$ cat config.mk
export PLATFORM = sky130hd
export DESIGN_NAME = csp_sfr
export DESIGN_NICKNAME = d
export VERILOG_FILES = /design/src/hdl/csp_flags.v /design/src/hdl/csp_port.v /design/src/hdl/csp_sfr.v
export VERILOG_INCLUDE_DIRS = /design/src /design/src/hdl
export SDC_FILE = /design/constraint.sdc
export NUM_CORES = 1
export LEC_CHECK = 0
export BUFFER_PORTS_ARGS = -buffer_cell sky130_fd_sc_hd__buf_2
export CAP_MARGIN = 30
export CORE_ASPECT_RATIO = 0.5
export CORE_MARGIN = 5
export CORE_UTILIZATION = 45
export DETAILED_ROUTE_END_ITERATION = 10
export PLACE_DENSITY_LB_ADDON = 0.3
export SLEW_MARGIN = 25
export SYNTH_ARGS = -nofsm -noshare
export SYNTH_HDL_FRONTEND = slang
export SYNTH_HIERARCHICAL = 1
export SYNTH_SLANG_ARGS = --single-unit
export TNS_END_PERCENT = 5
$ cat constraint.sdc
create_clock -name clk_sys -period 4.5 [get_ports clk_sys]
set_input_delay 0.9 -clock clk_sys [delete_from_list [all_inputs] [get_ports clk_sys]]
set_output_delay 0.9 -clock clk_sys [all_outputs]
set_load 0.1 [all_outputs]
$ cat src/hdl/csp_defs.vh
/*
 * Constants for the core special function registers and I/O ports:
 * data memory offsets, status bit positions, reset values, table widths.
 * Assumes it is included once per compile unit by its bare name.
 */
`ifndef CSP_DEFS_VH
`define CSP_DEFS_VH

// ****************************************
// data memory offsets
// ****************************************
`define CSP_A_PCL 8'h02
`define CSP_A_TBLP 8'h07
`define CSP_A_TABLE_HIGH_BYTE_LATCH 8'h08
`define CSP_A_WATCHDOG_PRESCALE_SELECT 8'h09
`define CSP_A_STATUS 8'h0A
`define CSP_A_INTERRUPT_CONTROL_REG 8'h0B
`define CSP_A_TABLE_POINTER_UPPER 8'h0D
`define CSP_A_PORT_BASE 8'h12

// ****************************************
// status and interrupt control bit positions
// ****************************************
`define CSP_ST_C 0
`define CSP_ST_AC 1
`define CSP_ST_Z 2
`define CSP_ST_OV 3
`define CSP_ST_PDF 4
`define CSP_ST_TO 5
`define CSP_IC_EMI 0
`define CSP_IC_EEI 1
`define CSP_IC_ETI 2

// ****************************************
// reset values and widths
// ****************************************
`define CSP_PORT_RST 8'hFF
`define CSP_NUM_PORTS 3
`define CSP_PC_W 12
`define CSP_ROM_W 15
`define CSP_TABLE_POINTER_UPPER_W 4
`define CSP_WDT_DIV_MAX 7'h7F

// ****************************************
// flag unit modes
// ****************************************
`define CSP_FM_ADD 2'h0
`define CSP_FM_SUB 2'h1
`define CSP_FM_LOGIC 2'h2
`define CSP_FM_ROT 2'h3

`endif

$ cat src/hdl/csp_flags.v
/*
 * Arithmetic flag calculation for one ALU operation (combinational).
 * Assumes the core supplies operands, carry in and the operation kind.
 */
`default_nettype none
`include "csp_defs.vh"

module csp_flags (
  input wire [7:0] op_a,
  input wire [7:0] op_b,
  input wire cin,
  input wire [1:0] mode,
  input wire rot_left,
  input wire [7:0] logic_res,
  output reg c_new,
  output reg ac_new,
  output reg z_new,
  output reg ov_new
);

  wire [7:0] bb;
  wire [8:0] sum9;
  wire [4:0] lo5;
  wire [7:0] lo8;

  // subtraction as a + ~b + cin, so carry out means no borrow
  assign bb = (mode == `CSP_FM_SUB) ? ~op_b : op_b;
  assign sum9 = {1'b0, op_a} + {1'b0, bb} + {8'h00, cin};
  assign lo5 = {1'b0, op_a[3:0]} + {1'b0, bb[3:0]} + {4'h0, cin};
  assign lo8 = {1'b0, op_a[6:0]} + {1'b0, bb[6:0]} + {7'h00, cin};

  always @* begin
    c_new = sum9[8];
    ac_new = lo5[4];
    ov_new = lo8[7] ^ sum9[8];
    z_new = (sum9[7:0] == 8'h00);
    case (mode)
      `CSP_FM_ADD, `CSP_FM_SUB: begin
        z_new = (sum9[7:0] == 8'h00);
      end
      `CSP_FM_LOGIC: begin
        z_new = (logic_res == 8'h00);
      end
      `CSP_FM_ROT: begin
        c_new = rot_left ? op_a[7] : op_a[0];
      end
      default: begin
        z_new = 1'b0;
      end
    endcase
  end

endmodule
`default_nettype wire

$ cat src/hdl/csp_port.v
/*
 * One 8-bit I/O port: output latch, direction, pull-high and wake-up edges.
 * Assumes pin levels are synchronous to clk_sys.
 */
`default_nettype none
`include "csp_defs.vh"

module csp_port (
  input wire clk_sys,
  input wire rst_n,
  input wire clk_en,
  input wire [7:0] wr_data,
  input wire wr_dat,
  input wire wr_dir,
  input wire [7:0] pin_in,
  input wire [7:0] pu_opt,
  input wire [7:0] wake_mask,
  output reg [7:0] dat_ff,
  output reg [7:0] dir_ff,
  output reg [7:0] pin_oe_ff,
  output reg [7:0] pullup_ff,
  output wire [7:0] rd_val,
  output wire wake_ev
);

  reg [7:0] pin_prev_ff;

  always @(posedge clk_sys) begin
    if (!rst_n) begin
      dat_ff <= `CSP_PORT_RST;
      dir_ff <= `CSP_PORT_RST;
      pin_oe_ff <= 8'h00;
      pullup_ff <= 8'h00;
      // seed with the live level so no false wake edge follows reset
      pin_prev_ff <= pin_in;
    end else if (clk_en) begin
      if (wr_dat) begin
        dat_ff <= wr_data;
      end
      if (wr_dir) begin
        dir_ff <= wr_data;
        pin_oe_ff <= ~wr_data;
      end
      pullup_ff <= pu_opt & (wr_dir ? wr_data : dir_ff);
      pin_prev_ff <= pin_in;
    end
  end

  // inputs read the live pin, outputs read back the latch
  assign rd_val = (dir_ff & pin_in) | (~dir_ff & dat_ff);
  // either edge on a wake-enabled pin
  assign wake_ev = |((pin_in ^ pin_prev_ff) & wake_mask);

endmodule
`default_nettype wire

$ cat src/hdl/csp_sfr.v
/*
 * Special function registers and I/O ports of the 8-bit core.
 * Holds the program counter low byte, table read, status, interrupt
 * control, watchdog prescale, and three I/O ports with wake-up.
 * Assumes the core drives one data memory access per cycle on sfr_*,
 * pulses its instruction events for one cycle and answers table reads.
 */
`default_nettype none
`include "csp_defs.vh"

module csp_sfr (
  input wire clk_sys,
  input wire rst_n,
  input wire clk_en,
  input wire [7:0] sfr_addr,
  input wire sfr_wr,
  input wire [7:0] sfr_wdata,
  input wire sfr_rd,
  output reg [7:0] sfr_rdata_ff,
  input wire [11:0] pc_cur,
  output reg jump_ff,
  output reg [11:0] jump_addr_ff,
  output reg dummy_cycle_ff,
  input wire tab_rd,
  input wire [7:0] tab_dst,
  input wire opt_table_pointer_upper_en,
  output reg rom_req_ff,
  output reg [11:0] rom_addr_ff,
  input wire rom_valid,
  input wire [14:0] rom_data,
  output reg tab_lo_wr_ff,
  output reg [7:0] tab_lo_addr_ff,
  output reg [7:0] tab_lo_data_ff,
  input wire alu_upd_c,
  input wire alu_upd_acov,
  input wire alu_upd_z,
  input wire [1:0] alu_mode,
  input wire alu_rot_left,
  input wire [7:0] alu_op_a,
  input wire [7:0] alu_op_b,
  input wire alu_cin,
  input wire [7:0] alu_logic_res,
  input wire halt_instr,
  input wire watchdog_clear_instr,
  input wire int_entry,
  input wire return_from_interrupt,
  input wire wdt_src_tick,
  input wire wdt_overflow,
  output reg wdt_tick_ff,
  output reg wdt_reset_req_ff,
  output reg clk_stop_ff,
  output reg wake_ff,
  output reg master_interrupt_enable_ff,
  output reg ext_int_en_ff,
  output reg timer_int_en_ff,
  output reg ext_int_req_ff,
  output reg timer_event_input_ff,
  input wire [23:0] pin_in,
  output wire [23:0] pin_out,
  output wire [23:0] pin_oe,
  output wire [23:0] pin_pullup,
  input wire [7:0] pu_opt_a,
  input wire [3:0] pu_grp_bc,
  input wire [23:0] wake_mask
);

  // ****************************************
  // decode helpers
  // ****************************************
  function hit;
    input [7:0] addr;
    input [7:0] base;
    begin
      hit = (addr == base);
    end
  endfunction

  // nibble options widen to one enable per pin
  function [7:0] grp_expand;
    input [1:0] grp;
    begin
      grp_expand = {{4{grp[1]}}, {4{grp[0]}}};
    end
  endfunction

  // ****************************************
  // state
  // ****************************************
  reg [7:0] tblp_ff, tab_dst_ff, rd_mux;
  reg [6:0] table_high_byte_latch_ff, wdt_cnt_ff, wdt_lim;
  reg [3:0] table_pointer_upper_ff;
  reg [5:0] status_ff;
  reg [2:0] watchdog_prescale_select_ff;
  reg pc2_prev_ff;
  wire [23:0] port_dat, port_dir, port_rd;
  wire [2:0] port_wake;
  wire [23:0] pu_opt;
  wire f_c, f_ac, f_z, f_ov;
  wire st_wr;

  assign pu_opt = {grp_expand(pu_grp_bc[3:2]), grp_expand(pu_grp_bc[1:0]), pu_opt_a};
  assign st_wr = sfr_wr && hit(sfr_addr, `CSP_A_STATUS);

  // ****************************************
  // flag unit and ports
  // ****************************************
  csp_flags u_flags (
    .op_a(alu_op_a),
    .op_b(alu_op_b),
    .cin(alu_cin),
    .mode(alu_mode),
    .rot_left(alu_rot_left),
    .logic_res(alu_logic_res),
    .c_new(f_c),
    .ac_new(f_ac),
    .z_new(f_z),
    .ov_new(f_ov)
  );

  genvar gi;
  generate
    for (gi = 0; gi < `CSP_NUM_PORTS; gi = gi + 1) begin : g_port
      localparam integer dat_ofs = 2 * gi;
      localparam [7:0] dat_addr = `CSP_A_PORT_BASE + dat_ofs[7:0];
      localparam [7:0] dir_addr = dat_addr + 8'h01;
      csp_port u_port (
        .clk_sys(clk_sys),
        .rst_n(rst_n),
        .clk_en(clk_en),
        .wr_data(sfr_wdata),
        .wr_dat(sfr_wr && hit(sfr_addr, dat_addr)),
        .wr_dir(sfr_wr && hit(sfr_addr, dir_addr)),
        .pin_in(pin_in[8*gi+7:8*gi]),
        .pu_opt(pu_opt[8*gi+7:8*gi]),
        .wake_mask(wake_mask[8*gi+7:8*gi]),
        .dat_ff(port_dat[8*gi+7:8*gi]),
        .dir_ff(port_dir[8*gi+7:8*gi]),
        .pin_oe_ff(pin_oe[8*gi+7:8*gi]),
        .pullup_ff(pin_pullup[8*gi+7:8*gi]),
        .rd_val(port_rd[8*gi+7:8*gi]),
        .wake_ev(port_wake[gi])
      );
    end
  endgenerate

  assign pin_out = port_dat;

  // ****************************************
  // read mux
  // ****************************************
  always @* begin
    rd_mux = 8'h00;
    case (sfr_addr)
      `CSP_A_PCL: rd_mux = pc_cur[7:0];
      `CSP_A_TBLP: rd_mux = tblp_ff;
      `CSP_A_TABLE_HIGH_BYTE_LATCH: rd_mux = {1'b0, table_high_byte_latch_ff};
      `CSP_A_TABLE_POINTER_UPPER: rd_mux = {4'h0, table_pointer_upper_ff};
      `CSP_A_WATCHDOG_PRESCALE_SELECT: rd_mux = {5'h00, watchdog_prescale_select_ff};
      `CSP_A_STATUS: rd_mux = {2'h0, status_ff};
      `CSP_A_INTERRUPT_CONTROL_REG: begin
        rd_mux = {5'h00, timer_int_en_ff, ext_int_en_ff, master_interrupt_enable_ff};
      end
      `CSP_A_PORT_BASE: rd_mux = port_rd[7:0];
      `CSP_A_PORT_BASE + 8'h01: rd_mux = port_dir[7:0];
      `CSP_A_PORT_BASE + 8'h02: rd_mux = port_rd[15:8];
      `CSP_A_PORT_BASE + 8'h03: rd_mux = port_dir[15:8];
      `CSP_A_PORT_BASE + 8'h04: rd_mux = port_rd[23:16];
      `CSP_A_PORT_BASE + 8'h05: rd_mux = port_dir[23:16];
      default: rd_mux = 8'h00;
    endcase
  end

  // mask of sel low bits: divide ratio 2^sel, from 1 up to 128
  always @* begin
    wdt_lim = `CSP_WDT_DIV_MAX >> (3'h7 - watchdog_prescale_select_ff);
  end

  // ****************************************
  // program side registers
  // ****************************************
  always @(posedge clk_sys) begin
    if (!rst_n) begin
      sfr_rdata_ff <= 8'h00;
      jump_ff <= 1'b0;
      jump_addr_ff <= 12'h000;
      dummy_cycle_ff <= 1'b0;
      tblp_ff <= 8'h00;
      table_pointer_upper_ff <= 4'h0;
      table_high_byte_latch_ff <= 7'h00;
      tab_dst_ff <= 8'h00;
      rom_req_ff <= 1'b0;
      rom_addr_ff <= 12'h000;
      tab_lo_wr_ff <= 1'b0;
      tab_lo_addr_ff <= 8'h00;
      tab_lo_data_ff <= 8'h00;
    end else if (clk_en) begin
      if (sfr_rd) begin
        sfr_rdata_ff <= rd_mux;
      end
      // the jump keeps the page, then one bubble cycle follows
      jump_ff <= sfr_wr && hit(sfr_addr, `CSP_A_PCL);
      if (sfr_wr && hit(sfr_addr, `CSP_A_PCL)) begin
        jump_addr_ff <= {pc_cur[11:8], sfr_wdata};
      end
      dummy_cycle_ff <= jump_ff;
      if (sfr_wr && hit(sfr_addr, `CSP_A_TBLP)) begin
        tblp_ff <= sfr_wdata;
      end
      if (sfr_wr && hit(sfr_addr, `CSP_A_TABLE_POINTER_UPPER)) begin
        table_pointer_upper_ff <= sfr_wdata[3:0];
      end
      rom_req_ff <= tab_rd;
      if (tab_rd) begin
        rom_addr_ff <= opt_table_pointer_upper_en ? {table_pointer_upper_ff, tblp_ff} : {pc_cur[11:8], tblp_ff};
        tab_dst_ff <= tab_dst;
      end
      // high latch is read-only to software, only a table read loads it
      tab_lo_wr_ff <= rom_valid;
      if (rom_valid) begin
        table_high_byte_latch_ff <= rom_data[14:8];
        tab_lo_data_ff <= rom_data[7:0];
        tab_lo_addr_ff <= tab_dst_ff;
      end
    end
  end

  // ****************************************
  // status, interrupt control, watchdog, power down
  // ****************************************
  always @(posedge clk_sys) begin
    if (!rst_n) begin
      status_ff <= 6'h00;
      master_interrupt_enable_ff <= 1'b0;
      ext_int_en_ff <= 1'b0;
      timer_int_en_ff <= 1'b0;
      watchdog_prescale_select_ff <= 3'h7;
      wdt_cnt_ff <= 7'h00;
      wdt_tick_ff <= 1'b0;
      wdt_reset_req_ff <= 1'b0;
      clk_stop_ff <= 1'b0;
      wake_ff <= 1'b0;
      ext_int_req_ff <= 1'b0;
      timer_event_input_ff <= 1'b0;
      pc2_prev_ff <= 1'b1;
    end else if (clk_en) begin
      // a status write has priority over the flags of the same instruction
      if (st_wr) begin
        status_ff[`CSP_ST_C] <= sfr_wdata[`CSP_ST_C];
        status_ff[`CSP_ST_AC] <= sfr_wdata[`CSP_ST_AC];
        status_ff[`CSP_ST_Z] <= sfr_wdata[`CSP_ST_Z];
        status_ff[`CSP_ST_OV] <= sfr_wdata[`CSP_ST_OV];
      end else begin
        if (alu_upd_c) begin
          status_ff[`CSP_ST_C] <= f_c;
        end
        if (alu_upd_acov) begin
          status_ff[`CSP_ST_AC] <= f_ac;
          status_ff[`CSP_ST_OV] <= f_ov;
        end
        if (alu_upd_z) begin
          status_ff[`CSP_ST_Z] <= f_z;
        end
      end
      // only halt, watchdog clear and watchdog overflow touch these; set wins a tie
      if (halt_instr) begin
        status_ff[`CSP_ST_PDF] <= 1'b1;
      end else if (watchdog_clear_instr) begin
        status_ff[`CSP_ST_PDF] <= 1'b0;
      end
      if (wdt_overflow) begin
        status_ff[`CSP_ST_TO] <= 1'b1;
      end else if (watchdog_clear_instr || halt_instr) begin
        status_ff[`CSP_ST_TO] <= 1'b0;
      end
      if (sfr_wr && hit(sfr_addr, `CSP_A_INTERRUPT_CONTROL_REG)) begin
        ext_int_en_ff <= sfr_wdata[`CSP_IC_EEI];
        timer_int_en_ff <= sfr_wdata[`CSP_IC_ETI];
      end
      // return sets, entry clears; no status is stacked either way
      if (int_entry) begin
        master_interrupt_enable_ff <= 1'b0;
      end else if (return_from_interrupt) begin
        master_interrupt_enable_ff <= 1'b1;
      end else if (sfr_wr && hit(sfr_addr, `CSP_A_INTERRUPT_CONTROL_REG)) begin
        master_interrupt_enable_ff <= sfr_wdata[`CSP_IC_EMI];
      end
      if (sfr_wr && hit(sfr_addr, `CSP_A_WATCHDOG_PRESCALE_SELECT)) begin
        watchdog_prescale_select_ff <= sfr_wdata[2:0];
        wdt_cnt_ff <= 7'h00;
      end else if (wdt_src_tick) begin
        wdt_cnt_ff <= (wdt_cnt_ff >= wdt_lim) ? 7'h00 : wdt_cnt_ff + 7'h01;
      end
      wdt_tick_ff <= wdt_src_tick && (wdt_cnt_ff >= wdt_lim);
      wdt_reset_req_ff <= wdt_overflow;
      if (halt_instr) begin
        clk_stop_ff <= 1'b1;
      end else if (clk_stop_ff && (|port_wake)) begin
        clk_stop_ff <= 1'b0;
      end
      wake_ff <= clk_stop_ff && (|port_wake) && !halt_instr;
      // shared pins: timer clock on port a bit 2, interrupt on port c bit 2
      timer_event_input_ff <= pin_in[2];
      pc2_prev_ff <= pin_in[18];
      ext_int_req_ff <= ext_int_en_ff && pc2_prev_ff && !pin_in[18];
    end
  end

endmodule
`default_nettype wire

Yosys cells after proc, flatten, opt, wreduce, memory -nomap -nowiden
Index checks and enable logic that the tools add are counted.
{ "totals": {"regBits": 225, "out_inout_bits": 133, "wordCells": 181} }
{ "op_classes": {"addsub": 8, "magnitude_cmp": 1, "n_eq_ne": 17, "shift": 1, "n_mux": 32, "bitwise_logic": 24, "reduce_logical": 53} }
{ "op_table": {"columns": ["operator", "n"], "rows": [
  ["case mux 8 bit (13 select lines)", 1],
  ["bitwise AND 8 bit", 12],
  ["2-to-1 mux 8 bit", 10],
  ["== test 8 x 5 -> 1 bit, second input constant", 6],
  ["AND reduction 2 bit", 22],
  ["== test 8 x 4 -> 1 bit, second input constant", 5],
  ["NOT 8 bit", 5],
  ["bitwise OR 8 bit", 3],
  ["OR reduction 24 bit", 1],
  ["bitwise XOR 8 bit", 3],
  ["2-to-1 mux 7 bit", 3],
  ["logical AND 1 bit", 17],
  ["logical NOT 8 bit", 2],
  ["2-to-1 mux 1 bit", 16],
  ["nonzero test 2 bit", 7],
  ["2-to-1 mux 12 bit", 1],
  ["adder 8 x 8 -> 9 bit", 1],
  ["adder 9 x 1 -> 9 bit", 1],
  ["adder 7 x 7 -> 8 bit", 1],
  ["adder 8 x 1 -> 8 bit", 1],
  ["== test 8 x 2 -> 1 bit, second input constant", 1],
  ["== test 8 x 3 -> 1 bit, second input constant", 1],
  ["adder 7 x 1 -> 7 bit, second input constant", 1],
  ["greater-or-equal comparator 7 bit", 1],
  ["12 further kinds", 14]
]} }

Longest topological paths before layout
Gate-level depths: netlist of run 1.
{ "depth": {"depth_word": 8, "ltp_mapped": 14, "ltp_nobuf": 13} }

Cells and area by module
The synthesis of run 1 kept the hierarchy.
{ "by_module_without_submodules": {"columns": ["module", "instances", "cells_per_inst", "area_per_inst_um2", "seq_area_each_um2"], "rows": [
  ["csp_port", 3, 179, 1701.6, 880.8],
  ["csp_sfr", 1, 585, 4982.3, 2102.0],
  ["csp_flags", 1, 68, 556.8, 0.0]
]} }

Worst setup path after synthesis of run 1
Ideal clock, no wire load.
{ "synth_timing": {"path_type": "input-to-reg", "start": "in alu_mode[1]", "end": "reg status_ff[2]", "setup_ps": 95, "t_arrival_ps": 3324, "required_time_ps": 4405, "path_slack_ps": 1080, "cell_stages": 14, "n_path_buf": 1, "cell_sequence": "nand2b_1 > clkbuf_1 > xnor2_1 > fa_1 > inv_1 > fa_1 > nor2b_1 > o2111a_1 > o31a_1 > o2111ai_1 > o21ai_1 > nand2b_1 > mux2i_1 > a221oi_1"} }
{ "synth_via": {"elab_chain_cells": 8, "elab_cells_between_ends": 9, "cone_classes": "2 x add/sub; 2 x eq/ne; 4 x mux; 1 x reduce/logical"} }
{ "synth_rtl": {"columns": ["element", "line", "text"], "rows": [
  ["start: declaration", "csp_sfr.v:37", "input wire [1:0] alu_mode,"],
  ["== test 2 x 1 -> 1 bit", "csp_flags.v:37", "case (mode)"],
  ["2-to-1 mux 8 bit", "csp_flags.v:27", "assign bb = (mode == `CSP_FM_SUB) ? ~op_b : op_b;"],
  ["adder 8 x 8 -> 9 bit", "csp_flags.v:28", "assign sum9 = {1'b0, op_a} + {1'b0, bb} + {8'h00, cin};"],
  ["adder 9 x 1 -> 9 bit", "csp_flags.v:28", null],
  ["logical NOT 8 bit", "csp_flags.v:36, csp_flags.v:39", null],
  ["2-to-1 mux 1 bit (*)", null, null],
  ["net f_z", "csp_sfr.v:98", "wire f_c, f_ac, f_z, f_ov;"],
  ["2-to-1 mux 1 bit (*)", "csp_sfr.v:260", "if (alu_upd_z) begin"],
  ["2-to-1 mux 4 bit (*)", "csp_sfr.v:247", "if (st_wr) begin"],
  ["end signal: indexed assignment", "csp_sfr.v:248", "status_ff[`CSP_ST_C] <= sfr_wdata[`CSP_ST_C];"],
  ["end signal: indexed assignment", "csp_sfr.v:249", "status_ff[`CSP_ST_AC] <= sfr_wdata[`CSP_ST_AC];"],
  ["end signal: indexed assignment", "csp_sfr.v:261", "status_ff[`CSP_ST_Z] <= f_z;"],
  ["end: declaration", "csp_sfr.v:92", "reg [5:0] status_ff;"]
]} }
The timed path passes the listed nets; every way through them passes the cells marked *. The select of a mux whose other input is x is not followed.
A chain may end at the register's enable or synchronous reset.

Final worst setup path of run 1
{ "layout_timing": {"start": "in alu_mode[1]", "end": "reg status_ff[0]"} }
{ "layout_via": {"elab_chain_cells": 7, "elab_cells_between_ends": 8, "cone_classes": "2 x add/sub; 2 x eq/ne; 4 x mux"} }
{ "layout_rtl": {"columns": ["element", "line", "text"], "rows": [
  ["== test 2 x 1 -> 1 bit", null, null],
  ["2-to-1 mux 8 bit", "csp_flags.v:27", null],
  ["adder 8 x 8 -> 9 bit", "csp_flags.v:28", null],
  ["adder 9 x 1 -> 9 bit", "csp_flags.v:28", null],
  ["2-to-1 mux 1 bit (*)", "csp_flags.v:37", null],
  ["net f_c", "csp_sfr.v:98", null],
  ["2-to-1 mux 1 bit (*)", "csp_sfr.v:253", "if (alu_upd_c) begin"],
  ["2-to-1 mux 4 bit (*)", "csp_sfr.v:247", null],
  ["end signal: indexed assignment", "csp_sfr.v:248", null],
  ["end signal: indexed assignment", "csp_sfr.v:249", null],
  ["end signal: indexed assignment", "csp_sfr.v:250", "status_ff[`CSP_ST_Z] <= sfr_wdata[`CSP_ST_Z];"]
]} }
Marked as above.

==> results of run 1 <==
==> cell type report <==
cell class,count,area share [%]
Multi-Input combinational cell,857,41.88
Sequential cell,225,36.67
Timing Repair Buffer,304,12.17
Clock buffer,28,4.419
Tap cell,307,2.969
Inverter,37,1.073
Clock inverter,9,0.8026
Antenna cell,1,0.01934
==> worst max path at each step <==
stage / from / end / cells past startpoint
3_3_place_gp: alu_mode[1] / status_ff[2] / 14
3_5_place_dp: alu_mode[1] / status_ff[0] / 14
2_1_floorplan: alu_mode[1] / status_ff[2] / 14
6_report: alu_mode[1] / status_ff[0] / 14
5_1_grt: alu_mode[1] / status_ff[2] / 14
4_1_cts: alu_mode[1] / status_ff[0] / 14
==> state kept, by name (all words and copies together), names as in the netlist, 8 cells and up <==
register,cells
sfr_rdata_ff,8
tblp_ff,8
tab_lo_addr_ff,8
g_port.u_port/pin_prev_ff,24
rom_addr_ff,12
g_port.u_port/dat_ff,24
g_port.u_port/pin_oe_ff,24
g_port.u_port/pullup_ff,24
g_port.u_port/dir_ff,24
tab_lo_data_ff,8
jump_addr_ff,12
tab_dst_ff,8
==> power by group through the flow <==
stage	logic, uW	clock network [uW]	registers, uW
2_1_floorplan	281	0	2320
3_3_place_gp	647	0	2160
3_5_place_dp	656	0	2160
4_1_cts	659	1830	2110
5_1_grt	708	1910	2120
6_report	664	1800	2110
==> cells in the mapped netlist (all sizes together) (3+ instances only) <==
cell type	number	area, sq um
buf	31	196.4
nand2	197	749.5
and2	56	350.3
mux2i	68	680.7
a221o	3	30.03
a32oi	3	26.28
nand3	56	280.3
a22oi	19	142.6
o211ai	3	27.52
o21ai	39	195.2
and3	10	62.56
inv	37	138.9
o21a	19	142.6
nand4	10	62.56
nor4	7	50.05
a32o	4	40.04
dfxtp	201	4024
nor2b	5	31.28
a221oi	3	26.28
a211oi	8	60.06
nand2b	9	56.30
a21o	9	67.56
clkbuf	40	150.1
a21oi	70	361.6
or4	3	26.27
mux2	32	360.4
xnor2	12	105.1
edfxtp	24	720.7
ha	15	187.7
mux4	8	180.2
xor2	27	236.5
nor3	7	46.30
o22ai	25	156.4
nor2	97	364.1
==> critical path, delay by kind of cell <==
family                     cells  cell delay, ns
AOI/OAI and AO/OA              5            0.96
xor gates and xnor gates       1            0.28
adders and majority gates      2            0.62
buffers and inverters          2            0.18
muxes                          1            0.06
and+or+nand+nor                3            0.70
==> through the flow <==
step                total power, uW  area [sq um]  instances
global placement               2804         12260       1730
floorplan                      2596         10640       1190
finish                         4578         12940       1768
global route                   4735         12940       1768
detailed placement             2816         12260       1730
CTS                            4602         12940       1767
==> logic make-up (layout without fill, tap and decap cells) <==
logic type      Yosys count  in the layout
simple gates            468            468
compound gates          225            225
flops                   225            225
mux                     108            108
buf+inv                 108            378
xor+xnor                 39             39
fa+ha+maj                17             17
other cells               0              1
==> metal layers <==
metal	part of all wire, %	up-vias	track usage [%]
met3	7.5	56	4.211
met5	0	-	0
met4	2.0	0	5.711
li1	-	4663	-
met2	47	366	41.70
met1	43	4753	35.00
==> flow_metrics.py, run 1 <==
metrics = {
    "setup_path": {
        "end_kind": "flip-flop",
        "timing.rr.start": "watchdog_prescale_select_ff[2]",
        "crit_type": "in2reg",
        "crit_chain": "buf_2 -> nand2b_1 -> xnor2_1 -> fa_1 -> inv_1 -> fa_1 -> nor2b_1 -> o2111a_1 -> o31a_1 -> o21ai_0 -> a32oi_1 -> nand2b_1 -> mux2i_1 -> a221oi_1",
        "crit_required_ns": 4.91,
        "r2r-end": "wdt_cnt_ff[5]",
        "startpoint_type": "input port",
        "slowest_stage": "fa_1",
        "path_max_fanout": 8,
        "max_stage_delay_ns": 0.39,
        "ff2ff_path_depth": 8,
        "regToRegSetupSlack_ns": 2.26,
        "worstPathArrival_ns": 3.70,
    },
    "sta": {
        "hold_viol_final": 0,
        "min_period_over_period_pct": 73.08,
        "fmaxAchievable_mhz": 304.1,
        "fin_ws_ns": 1.212,
        "rsz0062_at_grt": "no",
        "finalCriticalPeriod_ns": 3.289,
        "max-slew-margin-rel_pct": 39.79,
        "finalSetupViolCount": 0,
        "whs_ns": 0.4504,
        "clock_skew_ns": 0.01317,
        "fin_tns_setup_ns": 0,
        "tightest_slew_ns": 0.9032,
        "drv_slew": 0,
    },
    "clocking": {
        "clk_pin_slew_worst_paths_ns": 0.07,
        "cts.repair.resized": 0,
        "post_cts_buffers": 0,
        "cts_buffers": 21,
        "clock_sinks": 225,
        "cts_tree": "yes",
        "insertion_delay_ns": 0.51,
        "h-tree-depth": 1,
        "cts-hold-fix-buffers": 0,
        "clockBufferDepth": 3,
        "ctsRootBufferMaster": "clkbuf_16",
    },
    "floorplanning": {
        "start_util_pct": 46.21,
        "io_pins": 289,
        "core_area_sq_um": 23030,
        "std_cell_rows": 39,
        "dieArea_sq_um": 27020,
        "dieHeight_um": 118.8,
        "die_w_um": 227.5,
    },
    "yosys": {
        "synthArstFlopShare_pct": 0,
        "syn_area_per_cell_sq_um": 8.945,
        "synth-edff-count": 24,
        "synth_xor_area_share_pct": 3.209,
        "synth_ff_type": "dfxtp_1",
        "ys_warn_count": 6,
        "synth-compound-area-share_pct": 13.66,
        "synth-adder-area-share_pct": 2.139,
        "synth_seq_cells": 225,
        "synth_mux_area_share_pct": 11.47,
        "yosys.area_share.simple_pct": 20.38,
        "synth_cell_types": 70,
        "synth_top_family_by_area": "simple AND/OR/NAND/NOR gates",
        "syn_inst": 1190,
        "yosysSeqAreaShare_pct": 44.58,
        "syn-cell-area_sq_um": 10640,
        "synthesis.nets": 1363,
    },
    "power_and_ir_drop": {
        "p_int_uw": 3302,
        "p_clk_share_pct": 39.3,
        "powerDensity_nw_per_um2": 353.8,
        "power_frac_seq_pct": 46.2,
        "sw_frac_of_total_pct": 27.88,
        "power.static_leakage_uw": 0.005753,
        "ir_drop_mv": 0.2189,
        "power_switching_uw": 1276,
        "combPwrFrac_pct": 14.5,
    },
    "place": {
        "gp_congestion": 0.9250,
        "place_ws_ns": 0.7050,
        "portBuffers": 288,
        "dp_hpwl_um": 26760,
    },
    "hold_path": {
        "min_path_cells": 2,
        "worstHoldPathType": "reg2reg",
        "hold_start": "tab_dst_ff[3]",
        "holdPathEnd": "tab_lo_addr_ff[3]",
    },
    "cells_and_area": {
        "layout_commonest_cell": "buf_2",
        "drive_above_1_share_pct": 26.58,
        "area_growth_pct": 21.56,
        "multi_input_area_sq_um": 5419,
        "utilization_pct": 56.18,
        "final_nets": 1619,
        "ff_latch_area_sq_um": 4745,
        "fill_cells": 2120,
        "final_cell_mix": "288 x buf_2, 201 x dfxtp_1, 193 x nand2_1, 97 x nor2_1, 69 x a21oi_1",
    },
    "drt": {
        "finalWirelength_um": 35810,
        "drtAntennaViolNets": 0,
        "drt_iter0_drc": 784,
        "wl_per_cell_um": 20.26,
        "dr_total_vias": 9838,
        "viasPerCell": 5.564,
        "dr.pass1.iters": 6,
        "drc_errors": 0,
    },
    "global_route": {
        "antenna_found_initial": 1,
        "grt_pass1_vias": 9593,
        "grt_overflow": 0,
        "grt_pass1_wl_um": 54190,
        "grt.total_usage_pct": 25.27,
        "grt_max_degree": 81,
    },
    "job": {
        "drv_cap": 0,
    },
    "status": {
        "status": "finished, final reports clean",
    },
}
Note: power is estimated with default switching activity, not from simulation.
==> run 2, diff against run 1 <==
==> constraint.sdc (replaced) <==
create_clock -name clk_sys -period 3.4 [get_ports clk_sys]
set_input_delay 0.68 -clock clk_sys [delete_from_list [all_inputs] [get_ports clk_sys]]
set_output_delay 0.68 -clock clk_sys [all_outputs]
set_load 0.1 [all_outputs]
==> flow_metrics.py, run 2 (synthesized netlist as in run 1, its figures left out) <==
metrics = {
    "status": {
        "status": "finished, final reports clean",
    },
    "power_and_ir_drop": {
        "powerDensity_nw_per_um2": 486.5,
        "p_int_uw": 4636,
        "power.total_uw": 6371,
        "ir_drop_mv": 0.2779,
        "sw_frac_of_total_pct": 27.23,
        "power_frac_seq_pct": 43.9,
        "power_switching_uw": 1735,
        "power.static_leakage_uw": 0.005840,
        "p_clk_share_pct": 42.2,
        "combPwrFrac_pct": 13.8,
    },
    "cells_and_area": {
        "layout_commonest_cell": "buf_2",
        "final_nets": 1621,
        "area_growth_pct": 23.04,
        "drive_above_1_share_pct": 27.05,
        "final_cell_mix": "288 x buf_2, 201 x dfxtp_1, 193 x nand2_1, 97 x nor2_1, 69 x a21oi_1",
    },
    "setup_path": {
        "regToRegSetupSlack_ns": 1.15,
        "cp-startpoint": "alu_mode[1]",
        "worstPathArrival_ns": 3.31,
        "startpoint_type": "input port",
        "crit_type": "in2reg",
        "path_max_fanout": 4,
        "ff2ff_path_depth": 8,
        "timing.rr.start": "watchdog_prescale_select_ff[2]",
        "crit_required_ns": 3.81,
        "end_kind": "flip-flop",
    },
    "clocking": {
        "ctsRootBufferMaster": "clkbuf_16",
        "cts-hold-fix-buffers": 0,
        "post_cts_buffers": 0,
        "h-tree-depth": 1,
        "insertion_delay_ns": 0.52,
        "clockBufferDepth": 3,
        "clk_pin_slew_worst_paths_ns": 0.07,
        "clock_sinks": 225,
        "cts.repair.resized": 0,
        "cts_tree": "yes",
        "cts_buffers": 22,
    },
    "hold_path": {
        "hold_start": "int_entry",
        "worstHoldPathType": "in2reg",
        "min_path_cells": 2,
    },
    "drt": {
        "finalWirelength_um": 35760,
        "dr.pass1.iters": 7,
        "drt_iter0_drc": 812,
        "viasPerCell": 5.614,
        "drtAntennaViolNets": 0,
        "wl_per_cell_um": 20.18,
        "drc_errors": 0,
        "dr_total_vias": 9948,
    },
    "sta": {
        "whs_ns": 0.3758,
        "min_period_over_period_pct": 85.40,
        "drv_slew": 0,
        "clock_skew_ns": 0.01044,
        "rsz0062_at_grt": "no",
        "max-slew-margin-rel_pct": 42.75,
        "finalCriticalPeriod_ns": 2.904,
        "hold_viol_final": 0,
        "fmaxAchievable_mhz": 344.4,
        "tightest_slew_ns": 0.8588,
        "finalSetupViolCount": 0,
    },
    "global_route": {
        "grt_pass1_vias": 9588,
        "antenna_found_initial": 1,
        "grt_max_degree": 79,
        "grt_overflow": 0,
        "grt_pass1_wl_um": 54390,
        "grt.total_usage_pct": 25.36,
    },
    "place": {
        "gp_congestion": 0.9623,
        "portBuffers": 288,
        "dp_hpwl_um": 26610,
    },
    "floorplanning": {
        "dieHeight_um": 118.8,
        "io_pins": 289,
        "die_w_um": 227.5,
        "start_util_pct": 46.21,
        "dieArea_sq_um": 27020,
        "core_area_sq_um": 23030,
        "std_cell_rows": 39,
    },
    "job": {
        "drv_cap": 0,
    },
}
==> run 2: changes by cell type in the layout (fill, tap and decap cells not counted), sizes merged <==
cell,before,now
bufinv,2,3
buf,304,305
clkinvlp,2,0
clkbuf,28,29
clkinv,5,7
inv,37,38
==> run 2: worst max-delay path, stage by stage <==
cell	delay (ns)
buf_2	0.12
nand2b_1	0.20
xnor2_1	0.23
fa_1	0.23
inv_1	0.06
fa_1	0.40
nor2b_1	0.24
o2111a_1	0.26
o31a_1	0.18
o2111ai_1	0.13
o21ai_1	0.13
nand2b_1	0.10
mux2i_1	0.06
a221oi_1	0.30
==> run 2: path summary, 6_finish.rpt <==
path | endpoint
worst max-delay path | status_ff[2]
worst min-delay path | master_interrupt_enable_ff
worst max register to register | wdt_cnt_ff[5]
worst min register to register | tab_lo_addr_ff[7]
==> run 2: power groups by stage <==
stage,clock [uW],sequential [uW],combinational (uW)
after floorplan,0,3060,372
after global placement,0,2850,860
after detailed placement,0,2860,874
after CTS,2730,2800,878
after global routing,2850,2800,944
final,2690,2800,882
==> run 2: per-layer routing <==
layer  vias to the layer above  wire, um  global-route usage, %
met4                         0      1058                  7.279
li1                       4687         -                      -
met3                        72      2584                  4.285
met2                       392     16690                  41.54
met5                         -         0                      0
met1                      4797     15430                  34.68
==> run 2: area by class of cell <==
type	count	area, sq um
well taps	307	384.1
multi-input cells	857	5419
fillers	2081	9936
flip-flops and latches	225	4745
clock buffers	29	659.4
inverters	37	138.9
clock inverters	11	141.4
diodes	1	2.502
repair buffers	305	1607
==> run 2: stage by stage <==
step           setup WS (ns)  cells  cell area (sq um)  util [%]  setup TNS, ns
6_report              0.4965   1772              13100     56.86              0
5_1_grt               0.2409   1772              13100     56.86              0
4_1_cts               0.5047   1771              13090     56.85              0
3_5_place_dp       -0.005474   1731              12290     53.37      -0.005474
3_3_place_gp          0.1320   1731              12290     53.37              0
2_1_floorplan         0.2002   1190              10640         -              0
